File: src/design/slci_pkg.sv
// Shared constants and types of the serial link configuration interpreter.
package slci_pkg;

    // Timing: clock, reply delay unit, uptime second and escape wait.
    localparam int CLK_PERIOD_NS = 5;
    localparam int DELAY_UNIT_NS = 4_000_000;
    localparam int DELAY_UNIT_CYC = DELAY_UNIT_NS / CLK_PERIOD_NS;
    localparam int SECOND_NS = 1_000_000_000;
    localparam int SECOND_CYC = SECOND_NS / CLK_PERIOD_NS;
    localparam int ESC_WAIT_S = 5;
    localparam int ESC_WAIT_CYC = ESC_WAIT_S * SECOND_CYC;

    // Parser geometry.
    localparam int KW_W = 64;
    localparam int NUM_W = 16;
    localparam int MAX_ARGS = 4;

    // Characters.
    localparam logic [7:0] CH_CR = 8'h0D;
    localparam logic [7:0] CH_LF = 8'h0A;
    localparam logic [7:0] CH_SPACE = 8'h20;
    localparam logic [7:0] CH_TAB = 8'h09;
    localparam logic [7:0] CH_COMMA = 8'h2C;
    localparam logic [7:0] CH_ZERO = 8'h30;
    localparam logic [7:0] CH_NINE = 8'h39;
    localparam logic [7:0] CH_LOW_A = 8'h61;
    localparam logic [7:0] CH_LOW_Z = 8'h7A;
    localparam logic [7:0] CASE_BIT = 8'h20;
    localparam logic [7:0] CH_N = 8'h4E;
    localparam logic [7:0] CH_E = 8'h45;
    localparam logic [7:0] CH_O = 8'h4F;
    localparam logic [7:0] CH_S = 8'h53;
    localparam logic [7:0] CH_R = 8'h52;
    localparam logic [7:0] CH_P = 8'h50;
    localparam logic [7:0] CH_M = 8'h4D;

    // Command words, upper case, right aligned.
    localparam logic [KW_W-1:0] KW_SERI = 64'h0000_0000_5345_5249;
    localparam logic [KW_W-1:0] KW_ADDR = 64'h0000_0000_4144_4452;
    localparam logic [KW_W-1:0] KW_SDELAY = 64'h0000_5344_454C_4159;
    localparam logic [KW_W-1:0] KW_OPEN = 64'h0000_0000_4F50_454E;
    localparam logic [KW_W-1:0] KW_CLOSE = 64'h0000_0043_4C4F_5345;
    localparam logic [KW_W-1:0] KW_TIME = 64'h0000_0000_5449_4D45;
    localparam logic [KW_W-1:0] KW_RESET = 64'h0000_0052_4553_4554;
    localparam logic [KW_W-1:0] KW_FACTORY = 64'h4652_4553_544F_5245;
    localparam logic [KW_W-1:0] KW_SMODE = 64'h0000_0053_4D4F_4445;
    localparam logic [KW_W-1:0] KW_SEND = 64'h0000_0000_5345_4E44;
    localparam logic [KW_W-1:0] KW_STOP_RUN = 64'h0000_0000_0000_0053;
    localparam logic [KW_W-1:0] KW_ESCAPE = 64'h0000_0000_0000_0023;

    // Framing encodings and factory values.
    localparam logic [1:0] PAR_NONE = 2'h0;
    localparam logic [1:0] PAR_EVEN = 2'h1;
    localparam logic [1:0] PAR_ODD = 2'h2;
    localparam logic [2:0] BAUD_DEF = 3'h6;
    localparam logic [1:0] PAR_DEF = PAR_NONE;
    localparam logic DATA8_DEF = 1'b1;
    localparam logic STOP2_DEF = 1'b0;
    localparam logic [7:0] NODE_DEF = 8'h00;
    localparam logic [7:0] SDELAY_DEF = 8'h0A;
    localparam logic [NUM_W-1:0] BYTE_MAX = 16'h00FF;
    localparam logic [NUM_W-1:0] NUM_SAT = 16'h1999;

    typedef enum logic [1:0] {
        MODE_STOP, MODE_RUN, MODE_POLL, MODE_FIELDBUS
    } slci_mode_t;
    localparam slci_mode_t MODE_DEF = MODE_STOP;

    typedef enum logic [3:0] {
        RPL_OK, RPL_ERR, RPL_SERI, RPL_ADDR, RPL_DELAY, RPL_OPEN,
        RPL_CLOSE, RPL_TIME, RPL_MODE, RPL_SEND, RPL_FIELDBUS
    } slci_reply_t;

    // Line speed to code 0..6 with a valid flag in bit 3.
    function automatic logic [3:0] slci_baud_code(input logic [15:0] v);
        case (v)
            16'h012C: slci_baud_code = 4'h8;
            16'h0258: slci_baud_code = 4'h9;
            16'h04B0: slci_baud_code = 4'hA;
            16'h0960: slci_baud_code = 4'hB;
            16'h12C0: slci_baud_code = 4'hC;
            16'h2580: slci_baud_code = 4'hD;
            16'h4B00: slci_baud_code = 4'hE;
            default: slci_baud_code = 4'h0;
        endcase
    endfunction

    function automatic logic [7:0] slci_upper(input logic [7:0] c);
        if (c >= CH_LOW_A && c <= CH_LOW_Z) begin
            slci_upper = c & ~CASE_BIT;
        end else begin
            slci_upper = c;
        end
    endfunction

endpackage

File: src/design/slci_line_parser.sv
// Tokenises received characters into a command word and arguments.
`timescale 1ns/1ps
module slci_line_parser import slci_pkg::*; #(
    parameter int N_ARGS = MAX_ARGS
) (
    input wire logic clk,
    input wire logic rst,
    input wire logic rx_valid,
    input wire logic [7:0] rx_byte,
    output logic line_valid,
    output logic [KW_W-1:0] line_kw,
    output logic [2:0] line_argc,
    output logic [N_ARGS*NUM_W-1:0] line_nums,
    output logic [N_ARGS*8-1:0] line_chrs,
    output logic [N_ARGS-1:0] line_bad
);
    logic [KW_W-1:0] kw_reg;
    logic [2:0] ntok_reg;
    logic in_tok_reg;
    logic [NUM_W-1:0] num_reg [0:N_ARGS-1];
    logic [7:0] chr_reg [0:N_ARGS-1];
    logic [N_ARGS-1:0] bad_reg;

    wire [7:0] ch_up = slci_upper(rx_byte);
    wire is_cr = rx_byte == CH_CR;
    wire is_sep = rx_byte == CH_SPACE || rx_byte == CH_TAB ||
        rx_byte == CH_COMMA || rx_byte == CH_LF;
    wire is_digit = rx_byte >= CH_ZERO && rx_byte <= CH_NINE;
    wire tok_start = !in_tok_reg && !is_sep && !is_cr;
    wire [2:0] tok_n = tok_start ? ntok_reg + 3'd1 : ntok_reg;
    wire [2:0] arg_i = tok_n - 3'd2;
    wire [2:0] argc_w = (ntok_reg == 3'd0) ? 3'd0 : ntok_reg - 3'd1;

    always_ff @(posedge clk) begin
        if (rst) begin
            kw_reg <= '0;
            ntok_reg <= '0;
            in_tok_reg <= 1'b0;
            bad_reg <= '0;
            for (int i = 0; i < N_ARGS; i++) begin
                num_reg[i] <= '0;
                chr_reg[i] <= '0;
            end
            line_valid <= 1'b0;
            line_kw <= '0;
            line_argc <= '0;
            line_nums <= '0;
            line_chrs <= '0;
            line_bad <= '0;
        end else begin
            line_valid <= 1'b0;
            if (rx_valid && is_cr) begin
                line_valid <= 1'b1;
                line_kw <= kw_reg;
                line_argc <= (argc_w > 3'(N_ARGS)) ? 3'(N_ARGS) : argc_w;
                line_bad <= bad_reg;
                for (int i = 0; i < N_ARGS; i++) begin
                    line_nums[i*NUM_W +: NUM_W] <= num_reg[i];
                    line_chrs[i*8 +: 8] <= chr_reg[i];
                    num_reg[i] <= '0;
                    chr_reg[i] <= '0;
                end
                kw_reg <= '0;
                ntok_reg <= '0;
                in_tok_reg <= 1'b0;
                bad_reg <= '0;
            end else if (rx_valid && is_sep) begin
                in_tok_reg <= 1'b0;
            end else if (rx_valid) begin
                in_tok_reg <= 1'b1;
                if (tok_n != 3'd7) begin
                    ntok_reg <= tok_n;
                end
                if (tok_n == 3'd1) begin
                    // Longer words lose their head; only their last eight characters are compared.
                    kw_reg <= {kw_reg[KW_W-9:0], ch_up};
                end
                for (int i = 0; i < N_ARGS; i++) begin
                    if (tok_n >= 3'd2 && arg_i == 3'(i)) begin
                        if (tok_start) begin
                            chr_reg[i] <= ch_up;
                        end
                        if (!is_digit || num_reg[i] > NUM_SAT) begin
                            bad_reg[i] <= 1'b1;
                        end else begin
                            num_reg[i] <= NUM_W'(num_reg[i] * 16'd10 +
                                {8'h00, rx_byte - CH_ZERO});
                        end
                    end
                end
            end
        end
    end
endmodule // slci_line_parser

File: src/design/slci_top.sv
// Serial link command interpreter: settings, session, uptime and replies.
//
// Contract
// - New framing kept pending until next reset.
// - Only seven listed line speeds accepted.
// - Parity N/E/O, 7/8 data, 1/2 stop.
// - Default framing 19200, none, 8, 1.
// - Hold eight-bit node address 0 to 255.
// - Reply waits delay count times 4 ms.
// - Matching session-open enables all operator commands.
// - Session-close returns to addressed-only answering.
// - Count and report uptime since reset.
// - Reset command restarts, keeps settings, stored mode.
// - Factory command restores every user setting.
// - Fieldbus mode uses RTU framing both ways.
// - Register number equals address field plus one.
// - Fieldbus mode ignores text, only address writable.
// - Hash and CR after 5 s escapes fieldbus.
// - Escape lasts until next reset command, which restores fieldbus; power-up loads stop mode.
// - Address zero offline; 248 to 255 answered.
// - Fieldbus reply gets same 4 ms delay.
// - Fieldbus start-up mode active after restart.
// - Locked poll mode takes only send, open.
// - New start-up mode active after restart.
`timescale 1ns/1ps
module slci_top import slci_pkg::*; #(
    parameter int DELAY_CYCLES = DELAY_UNIT_CYC,
    parameter int SEC_CYCLES = SECOND_CYC,
    parameter int ESC_CYCLES = ESC_WAIT_CYC
) (
    input wire logic clk,
    input wire logic rst,
    input wire logic rx_valid,
    input wire logic [7:0] rx_byte,
    input wire logic mb_req_valid,
    input wire logic [7:0] mb_req_node,
    input wire logic [15:0] mb_req_addr,
    input wire logic mb_addr_wr,
    input wire logic [7:0] mb_addr_data,
    output logic [2:0] link_baud,
    output logic [1:0] link_parity,
    output logic link_data8,
    output logic link_stop2,
    output logic [7:0] node_addr,
    output slci_mode_t link_mode,
    output logic fieldbus_active,
    output logic session_open,
    output logic [31:0] uptime_sec,
    output logic measure_send,
    output logic reply_valid,
    output slci_reply_t reply_code,
    output logic [31:0] reply_value
);
    logic p_valid;
    logic [KW_W-1:0] p_kw;
    logic [2:0] p_argc;
    logic [MAX_ARGS*NUM_W-1:0] p_nums;
    logic [MAX_ARGS*8-1:0] p_chrs;
    logic [MAX_ARGS-1:0] p_bad;

    slci_line_parser #(.N_ARGS(MAX_ARGS)) u_parser (
        .clk(clk),
        .rst(rst),
        .rx_valid(rx_valid),
        .rx_byte(rx_byte),
        .line_valid(p_valid),
        .line_kw(p_kw),
        .line_argc(p_argc),
        .line_nums(p_nums),
        .line_chrs(p_chrs),
        .line_bad(p_bad)
    );

    logic [2:0] st_baud_reg;
    logic [1:0] st_par_reg;
    logic st_d8_reg;
    logic st_s2_reg;
    slci_mode_t st_mode_reg;
    logic [7:0] sdelay_reg;
    logic [31:0] sec_cnt_reg;
    logic [31:0] esc_cnt_reg;
    logic pend_reg;
    logic [7:0] dly_left_reg;
    logic [31:0] tick_reg;
    slci_reply_t pend_code_reg;
    logic [31:0] pend_value_reg;

    wire [15:0] a0_num = p_nums[15:0];
    wire [7:0] a1_chr = p_chrs[15:8];
    wire [15:0] a2_num = p_nums[47:32];
    wire [15:0] a3_num = p_nums[63:48];
    wire [7:0] a0_chr = p_chrs[7:0];
    wire a0_ok = p_argc != 3'd0 && !p_bad[0];
    wire a0_byte = a0_ok && a0_num <= BYTE_MAX;
    wire addr_match = a0_byte && a0_num[7:0] == node_addr;

    wire cmd_seri = p_kw == KW_SERI;
    wire cmd_addr = p_kw == KW_ADDR;
    wire cmd_sdelay = p_kw == KW_SDELAY;
    wire cmd_open = p_kw == KW_OPEN;
    wire cmd_close = p_kw == KW_CLOSE;
    wire cmd_time = p_kw == KW_TIME;
    wire cmd_reset = p_kw == KW_RESET;
    wire cmd_factory = p_kw == KW_FACTORY;
    wire cmd_smode = p_kw == KW_SMODE;
    wire cmd_send = p_kw == KW_SEND;

    wire is_fb = link_mode == MODE_FIELDBUS;
    wire is_run = link_mode == MODE_RUN;
    wire is_poll = link_mode == MODE_POLL;
    wire full_ok = p_valid && p_kw != '0 &&
        (link_mode == MODE_STOP || (is_poll && session_open));
    // locked poll accepts send and open
    wire open_hit = p_valid && cmd_open && addr_match && !is_fb && !is_run;
    wire send_hit = p_valid && cmd_send && !is_fb && !is_run &&
        (addr_match || (full_ok && p_argc == 3'd0));
    wire stop_hit = p_valid && is_run && p_kw == KW_STOP_RUN;
    // escape after the wait from restart
    wire esc_ready = esc_cnt_reg == 32'(ESC_CYCLES);
    wire esc_hit = p_valid && is_fb && p_kw == KW_ESCAPE && esc_ready;
    // address zero is offline, all others answer
    wire mb_hit = is_fb && mb_req_valid && node_addr != 8'h00 &&
        mb_req_node == node_addr;

    wire [3:0] bcode = slci_baud_code(a0_num);
    wire par_ok = a1_chr == CH_N || a1_chr == CH_E || a1_chr == CH_O;
    wire [1:0] par_val = (a1_chr == CH_E) ? PAR_EVEN :
        (a1_chr == CH_O) ? PAR_ODD : PAR_NONE;
    wire d_ok = !p_bad[2] && (a2_num == 16'h0007 || a2_num == 16'h0008);
    wire s_ok = !p_bad[3] && (a3_num == 16'h0001 || a3_num == 16'h0002);
    wire seri_ok = a0_ok && bcode[3] && (p_argc < 3'd2 || par_ok) &&
        (p_argc < 3'd3 || d_ok) && (p_argc < 3'd4 || s_ok);
    wire [2:0] n_baud = (p_argc >= 3'd1) ? bcode[2:0] : st_baud_reg;
    wire [1:0] n_par = (p_argc >= 3'd2) ? par_val : st_par_reg;
    wire n_d8 = (p_argc >= 3'd3) ? a2_num[3] : st_d8_reg;
    wire n_s2 = (p_argc >= 3'd4) ? a3_num[1] : st_s2_reg;
    wire seri_set = full_ok && cmd_seri && p_argc != 3'd0 && seri_ok;
    wire [31:0] seri_val = seri_set ?
        {25'h0, n_baud, n_par, n_d8, n_s2} :
        {25'h0, st_baud_reg, st_par_reg, st_d8_reg, st_s2_reg};

    wire mode_ok = a0_chr == CH_S || a0_chr == CH_R || a0_chr == CH_P ||
        a0_chr == CH_M;
    wire slci_mode_t mode_val = (a0_chr == CH_R) ? MODE_RUN :
        (a0_chr == CH_P) ? MODE_POLL :
        (a0_chr == CH_M) ? MODE_FIELDBUS : MODE_STOP;
    wire smode_set = full_ok && cmd_smode && p_argc != 3'd0 && mode_ok;
    wire addr_set = full_ok && cmd_addr && a0_byte;
    wire delay_set = full_ok && cmd_sdelay && a0_byte;
    wire close_hit = full_ok && cmd_close;
    wire reset_hit = full_ok && cmd_reset;
    wire factory_hit = full_ok && cmd_factory;

    logic rsp_fire;
    slci_reply_t rsp_code;
    logic [31:0] rsp_value;

    always_comb begin
        rsp_fire = 1'b0;
        rsp_code = RPL_ERR;
        rsp_value = '0;
        if (mb_hit) begin
            rsp_fire = 1'b1;
            rsp_code = RPL_FIELDBUS;
            rsp_value = {16'h0000, 16'(mb_req_addr + 16'h0001)};
        end else if (esc_hit || stop_hit) begin
            rsp_fire = 1'b1;
            rsp_code = RPL_OK;
        end else if (open_hit) begin
            rsp_fire = 1'b1;
            rsp_code = RPL_OPEN;
            rsp_value = {24'h0, node_addr};
        end else if (send_hit) begin
            rsp_fire = 1'b1;
            rsp_code = RPL_SEND;
            rsp_value = {24'h0, node_addr};
        end else if (full_ok && !reset_hit) begin
            rsp_fire = 1'b1;
            if (cmd_seri && (p_argc == 3'd0 || seri_ok)) begin
                rsp_code = RPL_SERI;
                rsp_value = seri_val;
            end else if (cmd_addr && (p_argc == 3'd0 || a0_byte)) begin
                rsp_code = RPL_ADDR;
                rsp_value = {24'h0, addr_set ? a0_num[7:0] : node_addr};
            end else if (cmd_sdelay && (p_argc == 3'd0 || a0_byte)) begin
                rsp_code = RPL_DELAY;
                rsp_value = {24'h0, delay_set ? a0_num[7:0] : sdelay_reg};
            end else if (cmd_smode && (p_argc == 3'd0 || mode_ok)) begin
                rsp_code = RPL_MODE;
                rsp_value = {30'h0, smode_set ? mode_val : st_mode_reg};
            end else if (cmd_close) begin
                rsp_code = RPL_CLOSE;
            end else if (cmd_time) begin
                rsp_code = RPL_TIME;
                rsp_value = uptime_sec;
            end else if (cmd_factory) begin
                rsp_code = RPL_OK;
            end
        end
    end

    // Stored settings; address and delay act at once, framing and mode wait.
    always_ff @(posedge clk) begin
        if (rst || factory_hit) begin
            st_baud_reg <= BAUD_DEF;
            st_par_reg <= PAR_DEF;
            st_d8_reg <= DATA8_DEF;
            st_s2_reg <= STOP2_DEF;
            st_mode_reg <= MODE_DEF;
            node_addr <= NODE_DEF;
            sdelay_reg <= SDELAY_DEF;
        end else begin
            if (seri_set) begin
                st_baud_reg <= n_baud;
                st_par_reg <= n_par;
                st_d8_reg <= n_d8;
                st_s2_reg <= n_s2;
            end
            if (smode_set) begin
                st_mode_reg <= mode_val;
            end
            // fieldbus may change only the address
            if (addr_set) begin
                node_addr <= a0_num[7:0];
            end else if (is_fb && mb_addr_wr) begin
                node_addr <= mb_addr_data;
            end
            if (delay_set) begin
                sdelay_reg <= a0_num[7:0];
            end
        end
    end

    // Link state. The reset command is a restart that keeps stored settings.
    always_ff @(posedge clk) begin
        if (rst) begin
            link_baud <= BAUD_DEF;
            link_parity <= PAR_DEF;
            link_data8 <= DATA8_DEF;
            link_stop2 <= STOP2_DEF;
            link_mode <= MODE_DEF;
            fieldbus_active <= 1'b0;
            session_open <= 1'b0;
            uptime_sec <= '0;
            sec_cnt_reg <= '0;
            esc_cnt_reg <= '0;
        end else if (reset_hit) begin
            link_baud <= st_baud_reg;
            link_parity <= st_par_reg;
            link_data8 <= st_d8_reg;
            link_stop2 <= st_s2_reg;
            link_mode <= st_mode_reg;
            fieldbus_active <= st_mode_reg == MODE_FIELDBUS;
            session_open <= 1'b0;
            uptime_sec <= '0;
            sec_cnt_reg <= '0;
            esc_cnt_reg <= '0;
        end else begin
            if (sec_cnt_reg == 32'(SEC_CYCLES - 1)) begin
                sec_cnt_reg <= '0;
                uptime_sec <= uptime_sec + 32'h0000_0001;
            end else begin
                sec_cnt_reg <= sec_cnt_reg + 32'h0000_0001;
            end
            if (!esc_ready) begin
                esc_cnt_reg <= esc_cnt_reg + 32'h0000_0001;
            end
            if (esc_hit || stop_hit) begin
                link_mode <= MODE_STOP;
                fieldbus_active <= 1'b0;
            end
            if (open_hit) begin
                session_open <= 1'b1;
            end else if (close_hit) begin
                session_open <= 1'b0;
            end
        end
    end

    // Replies wait sdelay units; a newer reply replaces an unsent one.
    always_ff @(posedge clk) begin
        if (rst || reset_hit) begin
            pend_reg <= 1'b0;
            dly_left_reg <= '0;
            tick_reg <= '0;
            pend_code_reg <= RPL_OK;
            pend_value_reg <= '0;
            reply_valid <= 1'b0;
            reply_code <= RPL_OK;
            reply_value <= '0;
            measure_send <= 1'b0;
        end else begin
            reply_valid <= 1'b0;
            measure_send <= send_hit && !mb_hit;
            if (rsp_fire) begin
                pend_reg <= 1'b1;
                dly_left_reg <= sdelay_reg;
                tick_reg <= '0;
                pend_code_reg <= rsp_code;
                pend_value_reg <= rsp_value;
            end else if (pend_reg && dly_left_reg == 8'h00) begin
                pend_reg <= 1'b0;
                reply_valid <= 1'b1;
                reply_code <= pend_code_reg;
                reply_value <= pend_value_reg;
            end else if (pend_reg) begin
                if (tick_reg == 32'(DELAY_CYCLES - 1)) begin
                    tick_reg <= '0;
                    dly_left_reg <= dly_left_reg - 8'h01;
                end else begin
                    tick_reg <= tick_reg + 32'h0000_0001;
                end
            end
        end
    end
endmodule // slci_top

File: config.mk
export PLATFORM = sky130hd
export DESIGN_NAME = slci_top
export DESIGN_NICKNAME = d
export VERILOG_FILES = /design/src/design/slci_pkg.sv /design/src/design/slci_line_parser.sv /design/src/design/slci_top.sv
export SDC_FILE = /design/constraint.sdc
export NUM_CORES = 1
export LEC_CHECK = 0
export BUFFER_PORTS_ARGS = -buffer_cell sky130_fd_sc_hd__buf_2
export CAP_MARGIN = 20
export CORE_MARGIN = 4
export CORE_UTILIZATION = 43
export CTS_CLUSTER_SIZE = 16
export DETAILED_ROUTE_END_ITERATION = 16
export GPL_TIMING_DRIVEN = 0
export PLACE_DENSITY = 0.68
export SLEW_MARGIN = 20
export SYNTH_ARGS = -nofsm -noshare
export SYNTH_HDL_FRONTEND = slang
export SYNTH_SLANG_ARGS = --single-unit
File: constraint.sdc
create_clock -name clk -period 5.7 [get_ports clk]
set_input_delay 0 -clock clk [delete_from_list [all_inputs] [get_ports clk]]
set_output_delay 0 -clock clk [all_outputs]
set_load 0.005 [all_outputs]
==> results of run 1 <==
==> report_power, final <==
group,switching (mW),internal [mW],leakage (nW)
sequential,0.0287,3.69,4.28
clock,1.47,2.10,0.875
combinational,0.308,0.175,5.84
total,1.80,5.97,11.0
==> worst min-delay path by stage <==
| stage | startpoint | depth (start not counted) | slack (ps) | end |
|---|---|---|---|---|
| after floorplan | rx_byte[4] | 2 | 140 | u_parser.kw_reg[4] |
| after global placement | mb_addr_data[6] | 3 | 340 | node_addr[6] |
| after detailed placement | mb_addr_data[6] | 3 | 330 | node_addr[6] |
| after CTS | rx_byte[0] | 4 | 4 | u_parser.num_reg[2][0] |
| after global routing | rx_byte[0] | 4 | 60 | u_parser.num_reg[2][0] |
| final | rx_byte[0] | 4 | 50 | u_parser.num_reg[2][0] |
==> final cells by class <==
cell class / instances / area (um2) / share of cell area (%)
well taps: 756 / 946 / 3.30
clock inverters: 23 / 305 / 1.06
inverters: 58 / 218 / 0.759
flip-flops and latches: 517 / 10800 / 37.8
plain buffers: 135 / 563 / 1.96
clock buffers: 75 / 1490 / 5.19
repair buffers: 171 / 1050 / 3.67
multi-input cells: 2059 / 13300 / 46.3
==> cell families (layout without fill, tap and decap cells) <==
family          after synthesis  after routing  synth area share (%)
fa+ha+maj                   110            110                  5.72
buf+inv                     193            462                  3.14
mux                          37             37                  1.51
compound gates              538            538                  15.0
simple gates               1154           1154                  23.4
flops                       517            517                  43.6
xor+xnor                    220            220                  7.75
==> cell usage in the layout (no fill, tap or decap), drive strengths merged, types with 11 or more instances in the layout <==
cell type	n
dfxtp	469
nand2	339
nor2	293
a21oi	186
clkbuf	176
buf	166
a22o	151
xnor2	113
xor2	107
ha	104
nand3	94
nand4	63
inv	61
nor3	57
o21ai	55
nor4	53
edfxtp	48
dlygate4sd3	39
and3	38
mux2i	33
and2	30
or3	30
nor2b	29
a211oi	26
a21o	19
and4	17
nand2b	17
nor4b	14
or3b	14
or4	13
nor4bb	11
clkinv	11
==> metal layers <==
metal	part of all wire, %	vias up	track usage [%]	wire length [um]
met2	46	603	35.9	32300
met4	2.6	0	6.54	1830
met1	46	10500	29.5	32000
met3	6.0	126	3.74	4190
li1	-	10400	-	-
met5	0	-	0	0
==> worst reg2reg max path, cell delays in order (launching register included) <==
cell	delay, ps
dfxtp_1	330
nor4_1	730
nand3_1	210
nor4_1	580
and4bb_2	370
and2_1	130
buf_2	170
or2_0	140
clkbuf_1	230
clkbuf_1	450
clkbuf_1	540
nor2_1	130
==> cell usage after synthesis (all sizes together), types with 9 or more instances <==
cell type	count	area, um2
or2	9	56.3
inv	58	218
and4	17	149
buf	34	184
a21oi	186	931
or3	30	198
nand3b	9	67.6
xor2	107	937
and3	38	238
ha	104	1300
edfxtp	48	1440
nor4	53	387
mux2i	33	330
nor2	293	1110
nand3	94	475
or3b	14	123
xnor2	113	990
nand2b	17	106
nand4	63	394
a211oi	26	195
or4	13	109
nor3	57	302
clkbuf	101	379
dfxtp	469	9390
nor4b	14	123
nand2	339	1270
a21o	19	143
nor2b	29	181
a22o	151	1320
o21ai	55	283
and2	30	188
nor4bb	11	110
==> stage by stage <==
step           cells  total power, mW  hold WS [ps]  setup WS [ps]
3_5_place_dp    3657             4.26           334           1340
5_1_grt         3794             8.04          60.1           1090
4_1_cts         3794             7.83          3.92           1440
2_1_floorplan   2769             4.12           136           2270
6_report        3794             7.77          51.2           1430
3_3_place_gp    3657             4.24           341           1500
==> results by group, run 1 <==
Run status
  – Outcome: complete, no violations

Synthesis
  – Flops & latches, synth: 517
  – Post-Syn Area: approximately 0.025 mm2
  – Mean Syn Cell Area: roughly 9 um2
  – YS warnings: 0
  – Async S/R FF share, synth: 0%
  – Seq/Total Area, Yosys: 43.6%
  – Post-synthesis cell type count: 89
  – Mapped Cells: 2769
  – Syn nets: 2924
  – Dominant synthesized flop cell: dfxtp_1
  – EDFF count, synth: 48

Route
  – Detailed Routing Iterations Pass 1: 5
  – DR WL/cell: around 19 um
  – DR vias/cell: 5.69
  – Drt drc: 0
  – DR vias: 21600
  – Post-DRT Antenna Nets: 0
  – Initial drt markers: around 1700
  – Total wire length: 70400 um

Flow run
  – Max_cap viols: 0

Timing
  – Skew final: around 28 ps
  – Final max-slew violation count: 0
  – Setup repair after global routing missed its margin: no
  – # setup viols final: 0
  – Worst-Margin Slew: just over 1000 ps
  – F_max: 234 MHz
  – Slew headroom: a little under a third
  – Final hold violations: 0
  – Tcrit/Tclk final: about three quarters
  – Setup tns final: 0 ps
  – Minimum clock period: between 4000 and 5000 ps

Setup path
  – Critical-path cell list: dlygate4sd3_1 > buf_2 > inv_1 > ha_1 > and2_1 > and4_1 > nand2_1 > or2_1 > buf_2 > inv_2 > nor2_2 > and2_1 > nand2_1 > or3_1 > clkbuf_1 > clkbuf_1 > nand2_1
  – Worst R2R Start: u_parser.line_kw[49]
  – Cell family with most CP delay: simple AND/OR/NAND/NOR gates
  – CP Buf/Inv Count: 7
  – Path depth of the worst reg2reg path: 11
  – Crit Path Class: input port to register
  – Critical path required time: 5930 ps
  – Crit start category: input port
  – Critical path data arrival time: 4510 ps
  – R2R Setup Slk: between 1500 and 2000 ps
  – Critical path's slowest cell: nand2_1
  – RR Endpoint: pend_value_reg[11]
  – CP endpoint: u_parser.num_reg[0][13]
  – Crit end category: register
  – Top cell by count, worst path: nand2_1
  – Delay of the slowest critical-path stage: 580 ps
  – Cell count along the critical path: 17
  – Top fanout value on the critical path: 16
  – Worst Setup SP: rx_byte[4]

Global route
  – Initial antenna violation count: 1
  – Largest net degree at the start of global routing: 17
  – Vias in the first global route: approximately 21000
  – First-pass GRT wire length: 113000 um
  – Total GRT Usage: between 20% and 30%
  – Gr ovfl total: 0

Layout
  – # fillers: 5226
  – Share of post-route cells with drive strength above 1: 10.2%
  – Area Overhead vs Synth: 15.3%
  – Final nets: 3149
  – N_diodes: 0
  – Final instance area: 0.0287 mm2
  – Post-Route Utilization: 50.4%

Clock network
  – Post_cts resized: 0
  – Clk slew on worst S/H paths: roughly 60 ps
  – CTS tree: done
  – CTS H-tree depth: 2
  – Setup bufs post-CTS: 0
  – CTS Hold Bufs: 39
  – Clock Latency Late Sink: roughly 620 ps
  – CTS root buf: clkbuf_16
  – Cts bufs inserted: 52
  – CTS Buffer Depth: 3
  – Clock Sinks: 517

Placed design
  – Final GP Congestion: 0.923
  – Dpl hpwl: around 53000 um
  – Port bufs: ~130
  – Placed inst area: between 0.02 and 0.03 mm2

Die
  – Die X: between 200 and 250 um
  – Core Area: 0.0568 mm2
  – I/O pin count: 134
  – Initial Util: 43.8%
  – Die Y: 248 um
  – Row Count: 87
  – Die ar.: 0.0617 mm2

Power and ir drop
  – Leakage power: around 11 nW
  – Maximum VDD drop: around 0.00025 V
  – PD cells: around 270 mW/mm2

Worst hold path
  – HP Class: input port to register
Power figures use the tool's default switching activity.
==> run 2, diff against run 1 <==
==> constraint.sdc (replaced) <==
create_clock -name clk -period 4.2 [get_ports clk]
set_input_delay 0 -clock clk [delete_from_list [all_inputs] [get_ports clk]]
set_output_delay 0 -clock clk [all_outputs]
set_load 0.005 [all_outputs]
==> results by group, run 2 (synthesis gave the netlist of run 1 again) <==
Run status
  – Outcome: complete, no violations

Setup path
  – R2R Setup Slk: 220 ps
  – Crit start category: register
  – Worst R2R Start: u_parser.line_kw[14]
  – Critical path data arrival time: 4450 ps
  – Crit end category: register
  – Critical path required time: 4670 ps
  – Path depth of the worst reg2reg path: 11
  – Delay of the slowest critical-path stage: 650 ps
  – Critical path's slowest cell: nor4b_1
  – Crit Path Class: register to register
  – RR Endpoint: dly_left_reg[7]
  – Critical-path cell list: nor4b_1 > nand2_1 > nor4_1 > and4bb_2 > and2_1 > buf_2 > or2_0 > clkbuf_1 > clkbuf_1 > clkbuf_1 > a211oi_1
  – Top cell by count, worst path: clkbuf_1
  – Top fanout value on the critical path: 10

Clock network
  – Clk slew on worst S/H paths: 60 ps
  – Clock Latency Late Sink: 620 ps
  – Cts bufs inserted: 52
  – CTS root buf: clkbuf_16
  – CTS Buffer Depth: 3
  – CTS tree: done
  – Clock Sinks: 517
  – CTS H-tree depth: 2
  – Setup bufs post-CTS: 0

Route
  – Detailed Routing Iterations Pass 1: 5
  – Total wire length: 70400 um
  – DR WL/cell: 18.6 um
  – Drt drc: 0
  – Initial drt markers: about 1600
  – DR vias: between 20000 and 25000
  – Post-DRT Antenna Nets: 0
  – DR vias/cell: 5.68

Global route
  – Vias in the first global route: 20900
  – Gr ovfl total: 0
  – Initial antenna violation count: 1
  – First-pass GRT wire length: 113000 um
  – Total GRT Usage: 21.8%
  – Largest net degree at the start of global routing: 17

Layout
  – # fillers: 5229
  – Multi-input logic area: 0.0133 mm2
  – Post-Route Utilization: 50.5%
  – Share of post-route cells with drive strength above 1: 10.4%
  – N_diodes: 0
  – Most frequent cells in the layout: dfxtp_1, nand2_1, nor2_1, a21oi_1, buf_2
  – Most common cell after layout, fill and taps aside: dfxtp_1
  – Area Overhead vs Synth: 15.4%
  – Register Area: about 0.011 mm2
  – Final nets: 3149

Timing
  – Setup repair after global routing missed its margin: no
  – Tcrit/Tclk final: 94.7%
  – Final hold violations: 0
  – Final max-slew violation count: 0
  – F_max: 251 MHz
  – Minimum clock period: 3980 ps
  – Worst-Margin Slew: 1030 ps
  – Setup tns final: 0 ps
  – Hold WS: slightly below 70 ps
  – Skew final: between 30 and 40 ps
  – # setup viols final: 0
  – Slew headroom: between 30% and 40%

Worst hold path
  – HP Class: input port to register
  – Hold EP: u_parser.num_reg[2][0]
  – Hold path depth: 4
  – Worst Hold Launch: rx_byte[0]

Placed design
  – Port bufs: 132
  – Final GP Congestion: 0.923
  – Dpl hpwl: 52900 um

Power and ir drop
  – Internal power: 8.10 mW
  – Net Sw Power: approximately 2.5 mW
  – Maximum VDD drop: approximately 0.00035 V
  – Total power: around 11 mW
  – Sw frac: 23.2%
  – Leakage power: 11.0 nW
  – Combinational power share: 6.2%
  – PD cells: between 300 and 400 mW/mm2
  – Register share of total power: 47.9%
  – Clock network fraction of total power: 45.9%

Die
  – Die X: approximately 250 um
  – I/O pin count: 134
  – Initial Util: between 40% and 50%
  – Die ar.: 0.0617 mm2
  – Core Area: ~0.057 mm2
  – Die Y: approximately 250 um
  – Row Count: 87

Flow run
  – Max_cap viols: 0
[run 2: critical path: cells and delay by family (launching register included)]
| family | cells | cell delay [ps] |
|---|---|---|
| buffers and inverters | 4 | 1320 |
| AO/OA/AOI/OAI | 1 | 110 |
| flip-flops | 1 | 420 |
| AND/OR/NAND/NOR | 6 | 2010 |
[run 2: worst max-delay path by stage]
stage / from / to / depth (start not counted)
floorplan: u_parser.num_reg[0][1] / u_parser.num_reg[0][15] / 13
global placement: rx_byte[4] / u_parser.num_reg[0][13] / 16
detailed placement: rx_byte[4] / u_parser.num_reg[0][13] / 16
CTS: rx_byte[3] / u_parser.num_reg[0][6] / 16
global route: u_parser.num_reg[3][1] / u_parser.num_reg[3][15] / 13
finish: u_parser.line_kw[14] / dly_left_reg[7] / 11
[run 2: layout make-up]
type | instances | area share (%)
well taps | 756 | 3.30
plain buffers | 135 | 1.98
flip-flops and latches | 517 | 37.8
repair buffers | 171 | 3.66
clock buffers | 75 | 5.19
clock inverters | 23 | 1.06
inverters | 58 | 0.759
multi-input cells | 2059 | 46.3
[run 2: routing by layer]
layer  track usage (%)  up-vias  share of wire, %
met5                 0        -                 0
met4              6.54        0               2.7
met3              3.65      132               6.3
met2              36.0      643                46
met1              29.6    10400                45
li1                  -    10400                 -
[run 2: power by group through the flow]
stage          clock network, mW  registers (mW)  logic (mW)
2_1_floorplan                  0            5.15       0.445
3_3_place_gp                   0            5.16       0.597
3_5_place_dp                   0            5.16       0.616
4_1_cts                     4.92            5.05       0.648
5_1_grt                     5.13            5.05       0.730
6_report                    4.85            5.05       0.656
[run 2: metrics by stage]
step	setup WS (ps)	area, um2	std cells
2_1_floorplan	772	24900	2769
5_1_grt	0.748	28700	3794
3_3_place_gp	-3.48	26500	3657
3_5_place_dp	-160	26500	3657
4_1_cts	121	28700	3794
6_report	222	28700	3794
[run 2: repair_timing]
action,in CTS,in global routing
resized for setup,0,10
hold buffers,39,0
setup endpoints to repair,0,78
hold endpoints to repair,43,0
==> run 3, diff against run 2 <==
--- a/config.mk
+++ b/config.mk
@@ -13,6 +13,7 @@
 export DETAILED_ROUTE_END_ITERATION = 16
 export GPL_TIMING_DRIVEN = 0
 export PLACE_DENSITY = 0.68
+export RECOVER_POWER = 25
 export SLEW_MARGIN = 20
 export SYNTH_ARGS = -nofsm -noshare
 export SYNTH_HDL_FRONTEND = slang
==> results by group, run 3 (synthesis gave the netlist of run 1 again) <==
Run status
  – Outcome: complete, no violations

Clock network
  – Cts bufs inserted: 52
  – Clock Sinks: 517
  – Clk slew on worst S/H paths: roughly 60 ps
  – CTS H-tree depth: 2
  – CTS root buf: clkbuf_16
  – Clock Latency Late Sink: a little over 600 ps
  – CTS Buffer Depth: 3
  – CTS tree: done

Die
  – Die Y: 248 um
  – Initial Util: a little over two fifths
  – Row Count: 87
  – Die ar.: 0.0617 mm2
  – I/O pin count: 134
  – Core Area: 0.0568 mm2
  – Die X: 248 um

Global route
  – Gr ovfl total: 0
  – Total GRT Usage: 21.8%
  – Largest net degree at the start of global routing: 17
  – Vias in the first global route: 20900
  – Initial antenna violation count: 1
  – First-pass GRT wire length: 113000 um

Route
  – Post-DRT Antenna Nets: 0
  – DR WL/cell: 18.6 um
  – DR vias: between 20000 and 25000
  – Drt drc: 0
  – Detailed Routing Iterations Pass 1: 6
  – Total wire length: between 70000 and 80000 um
  – DR vias/cell: 5.69
  – Initial drt markers: between 1500 and 2000

Worst hold path
  – HP Class: input port to register

Layout
  – Most frequent cells in the layout: dfxtp_1, nand2_1, nor2_1, a21oi_1, clkbuf_1
  – Final instance area: roughly 0.029 mm2
  – Share of post-route cells with drive strength above 1: 8.20%
  – N_diodes: 0
  – Final nets: about 3100
  – Multi-input logic area: 0.0133 mm2
  – Most common cell after layout, fill and taps aside: dfxtp_1
  – Area Overhead vs Synth: 15.0%
  – # fillers: between 5000 and 6000
  – Register Area: 0.0108 mm2
  – Post-Route Utilization: 50.3%

Timing
  – Slew headroom: 31.9%
  – F_max: 249 MHz
  – Hold WS: ~57 ps
  – # setup viols final: 0
  – Setup repair after global routing missed its margin: no
  – Tcrit/Tclk final: 95.7%
  – Minimum clock period: around 4000 ps
  – Final hold violations: 0
  – Final max-slew violation count: 0
  – Worst-Margin Slew: 1010 ps
  – Setup ws final: 183 ps
  – Skew final: 30.1 ps

Placed design
  – Final GP Congestion: ~0.92
  – Placed inst area: 0.0265 mm2
  – Dpl hpwl: 52900 um
  – Port bufs: approximately 130
  – Pre-CTS setup slack: -160 ps

Setup path
  – Critical path's slowest cell: nor4bb_1
  – Critical path required time: 4700 ps
  – Crit end category: register
  – Crit Path Class: register to register
  – CP endpoint: pend_value_reg[5]
  – Cell family with most CP delay: simple AND/OR/NAND/NOR gates
  – Critical-path cell list: nor4bb_1 > nand3_1 > or3_1 > nor4_1 > and4_1 > clkbuf_1 > mux2_2 > a222oi_1 > a21boi_0 > o21a_1
  – Crit start category: register
  – Top fanout value on the critical path: 9
  – Path depth of the worst reg2reg path: 10
  – Cell count along the critical path: 10
  – Worst R2R Start: u_parser.line_kw[6]
  – Critical path data arrival time: 4520 ps
  – CP Buf/Inv Count: 1
  – Delay of the slowest critical-path stage: roughly 660 ps
  – Worst Setup SP: u_parser.line_kw[6]
  – R2R Setup Slk: 180 ps
  – RR Endpoint: pend_value_reg[5]

Flow run
  – Max_cap viols: 0

Power and ir drop
  – Leakage power: 10.7 nW
  – PD cells: approximately 370 mW/mm2
  – Total power: 10.6 mW
  – Maximum VDD drop: 0.000346 V
run 3: changes by cell type in the layout (fill, tap and decap cells not counted):
cell	delta
buf_2	-66
buf_1	-1
clkbuf_1	+67
and2_0	+2
and2_1	-2
run 3: how the worst min path moves through the flow:
stage / startpoint / endpoint / cells after the start
3_5_place_dp: mb_addr_data[6] / node_addr[6] / 3
3_3_place_gp: mb_addr_data[6] / node_addr[6] / 3
5_1_grt: rx_byte[0] / u_parser.num_reg[2][0] / 4
2_1_floorplan: rx_byte[4] / u_parser.kw_reg[4] / 2
4_1_cts: rx_byte[0] / u_parser.num_reg[2][0] / 4
6_report: rx_byte[0] / u_parser.num_reg[2][0] / 4
run 3: worst min-delay path, cell delays in order:
cell      delay, ps
buf_2           120
clkbuf_1        290
nand2_1         130
a21oi_1          60
run 3: power by group:
part           total [mW]  internal (mW)  switching (mW)
Combinational       0.657          0.238           0.418
Clock                4.85           2.85            1.99
Sequential           5.05           5.01          0.0393
run 3: layout make-up:
cell class / instances / area share [%]
multi-input combinational: 2059 / 46.4
sequential: 517 / 37.9
clock buffer: 75 / 5.21
timing repair buffer: 171 / 3.39
tap: 756 / 3.31
buffer: 135 / 1.98
clock inverter: 23 / 1.07
inverter: 58 / 0.761
run 3: timing repair:
action                                  in CTS  in global routing
hold endpoints to repair                    43                  0
hold buffers                                39                  0
setup buffers                                0                  0
endpoints found under the setup margin       0                 78
resized for setup                            0                 10
run 3: metal layers:
layer	GRT usage (%)	vias to the layer above	part of all wire, %
met4	6.54	0	2.7
met3	3.65	129	6.2
met1	29.6	10400	45
met5	0	-	0
li1	-	10400	-
met2	36.0	642	46
run 3: per-stage QoR:
stage          cells  TNS [ps]
2_1_floorplan   2769         0
3_3_place_gp    3657     -42.5
3_5_place_dp    3657     -2540
5_1_grt         3794         0
6_report        3794         0
4_1_cts         3794         0
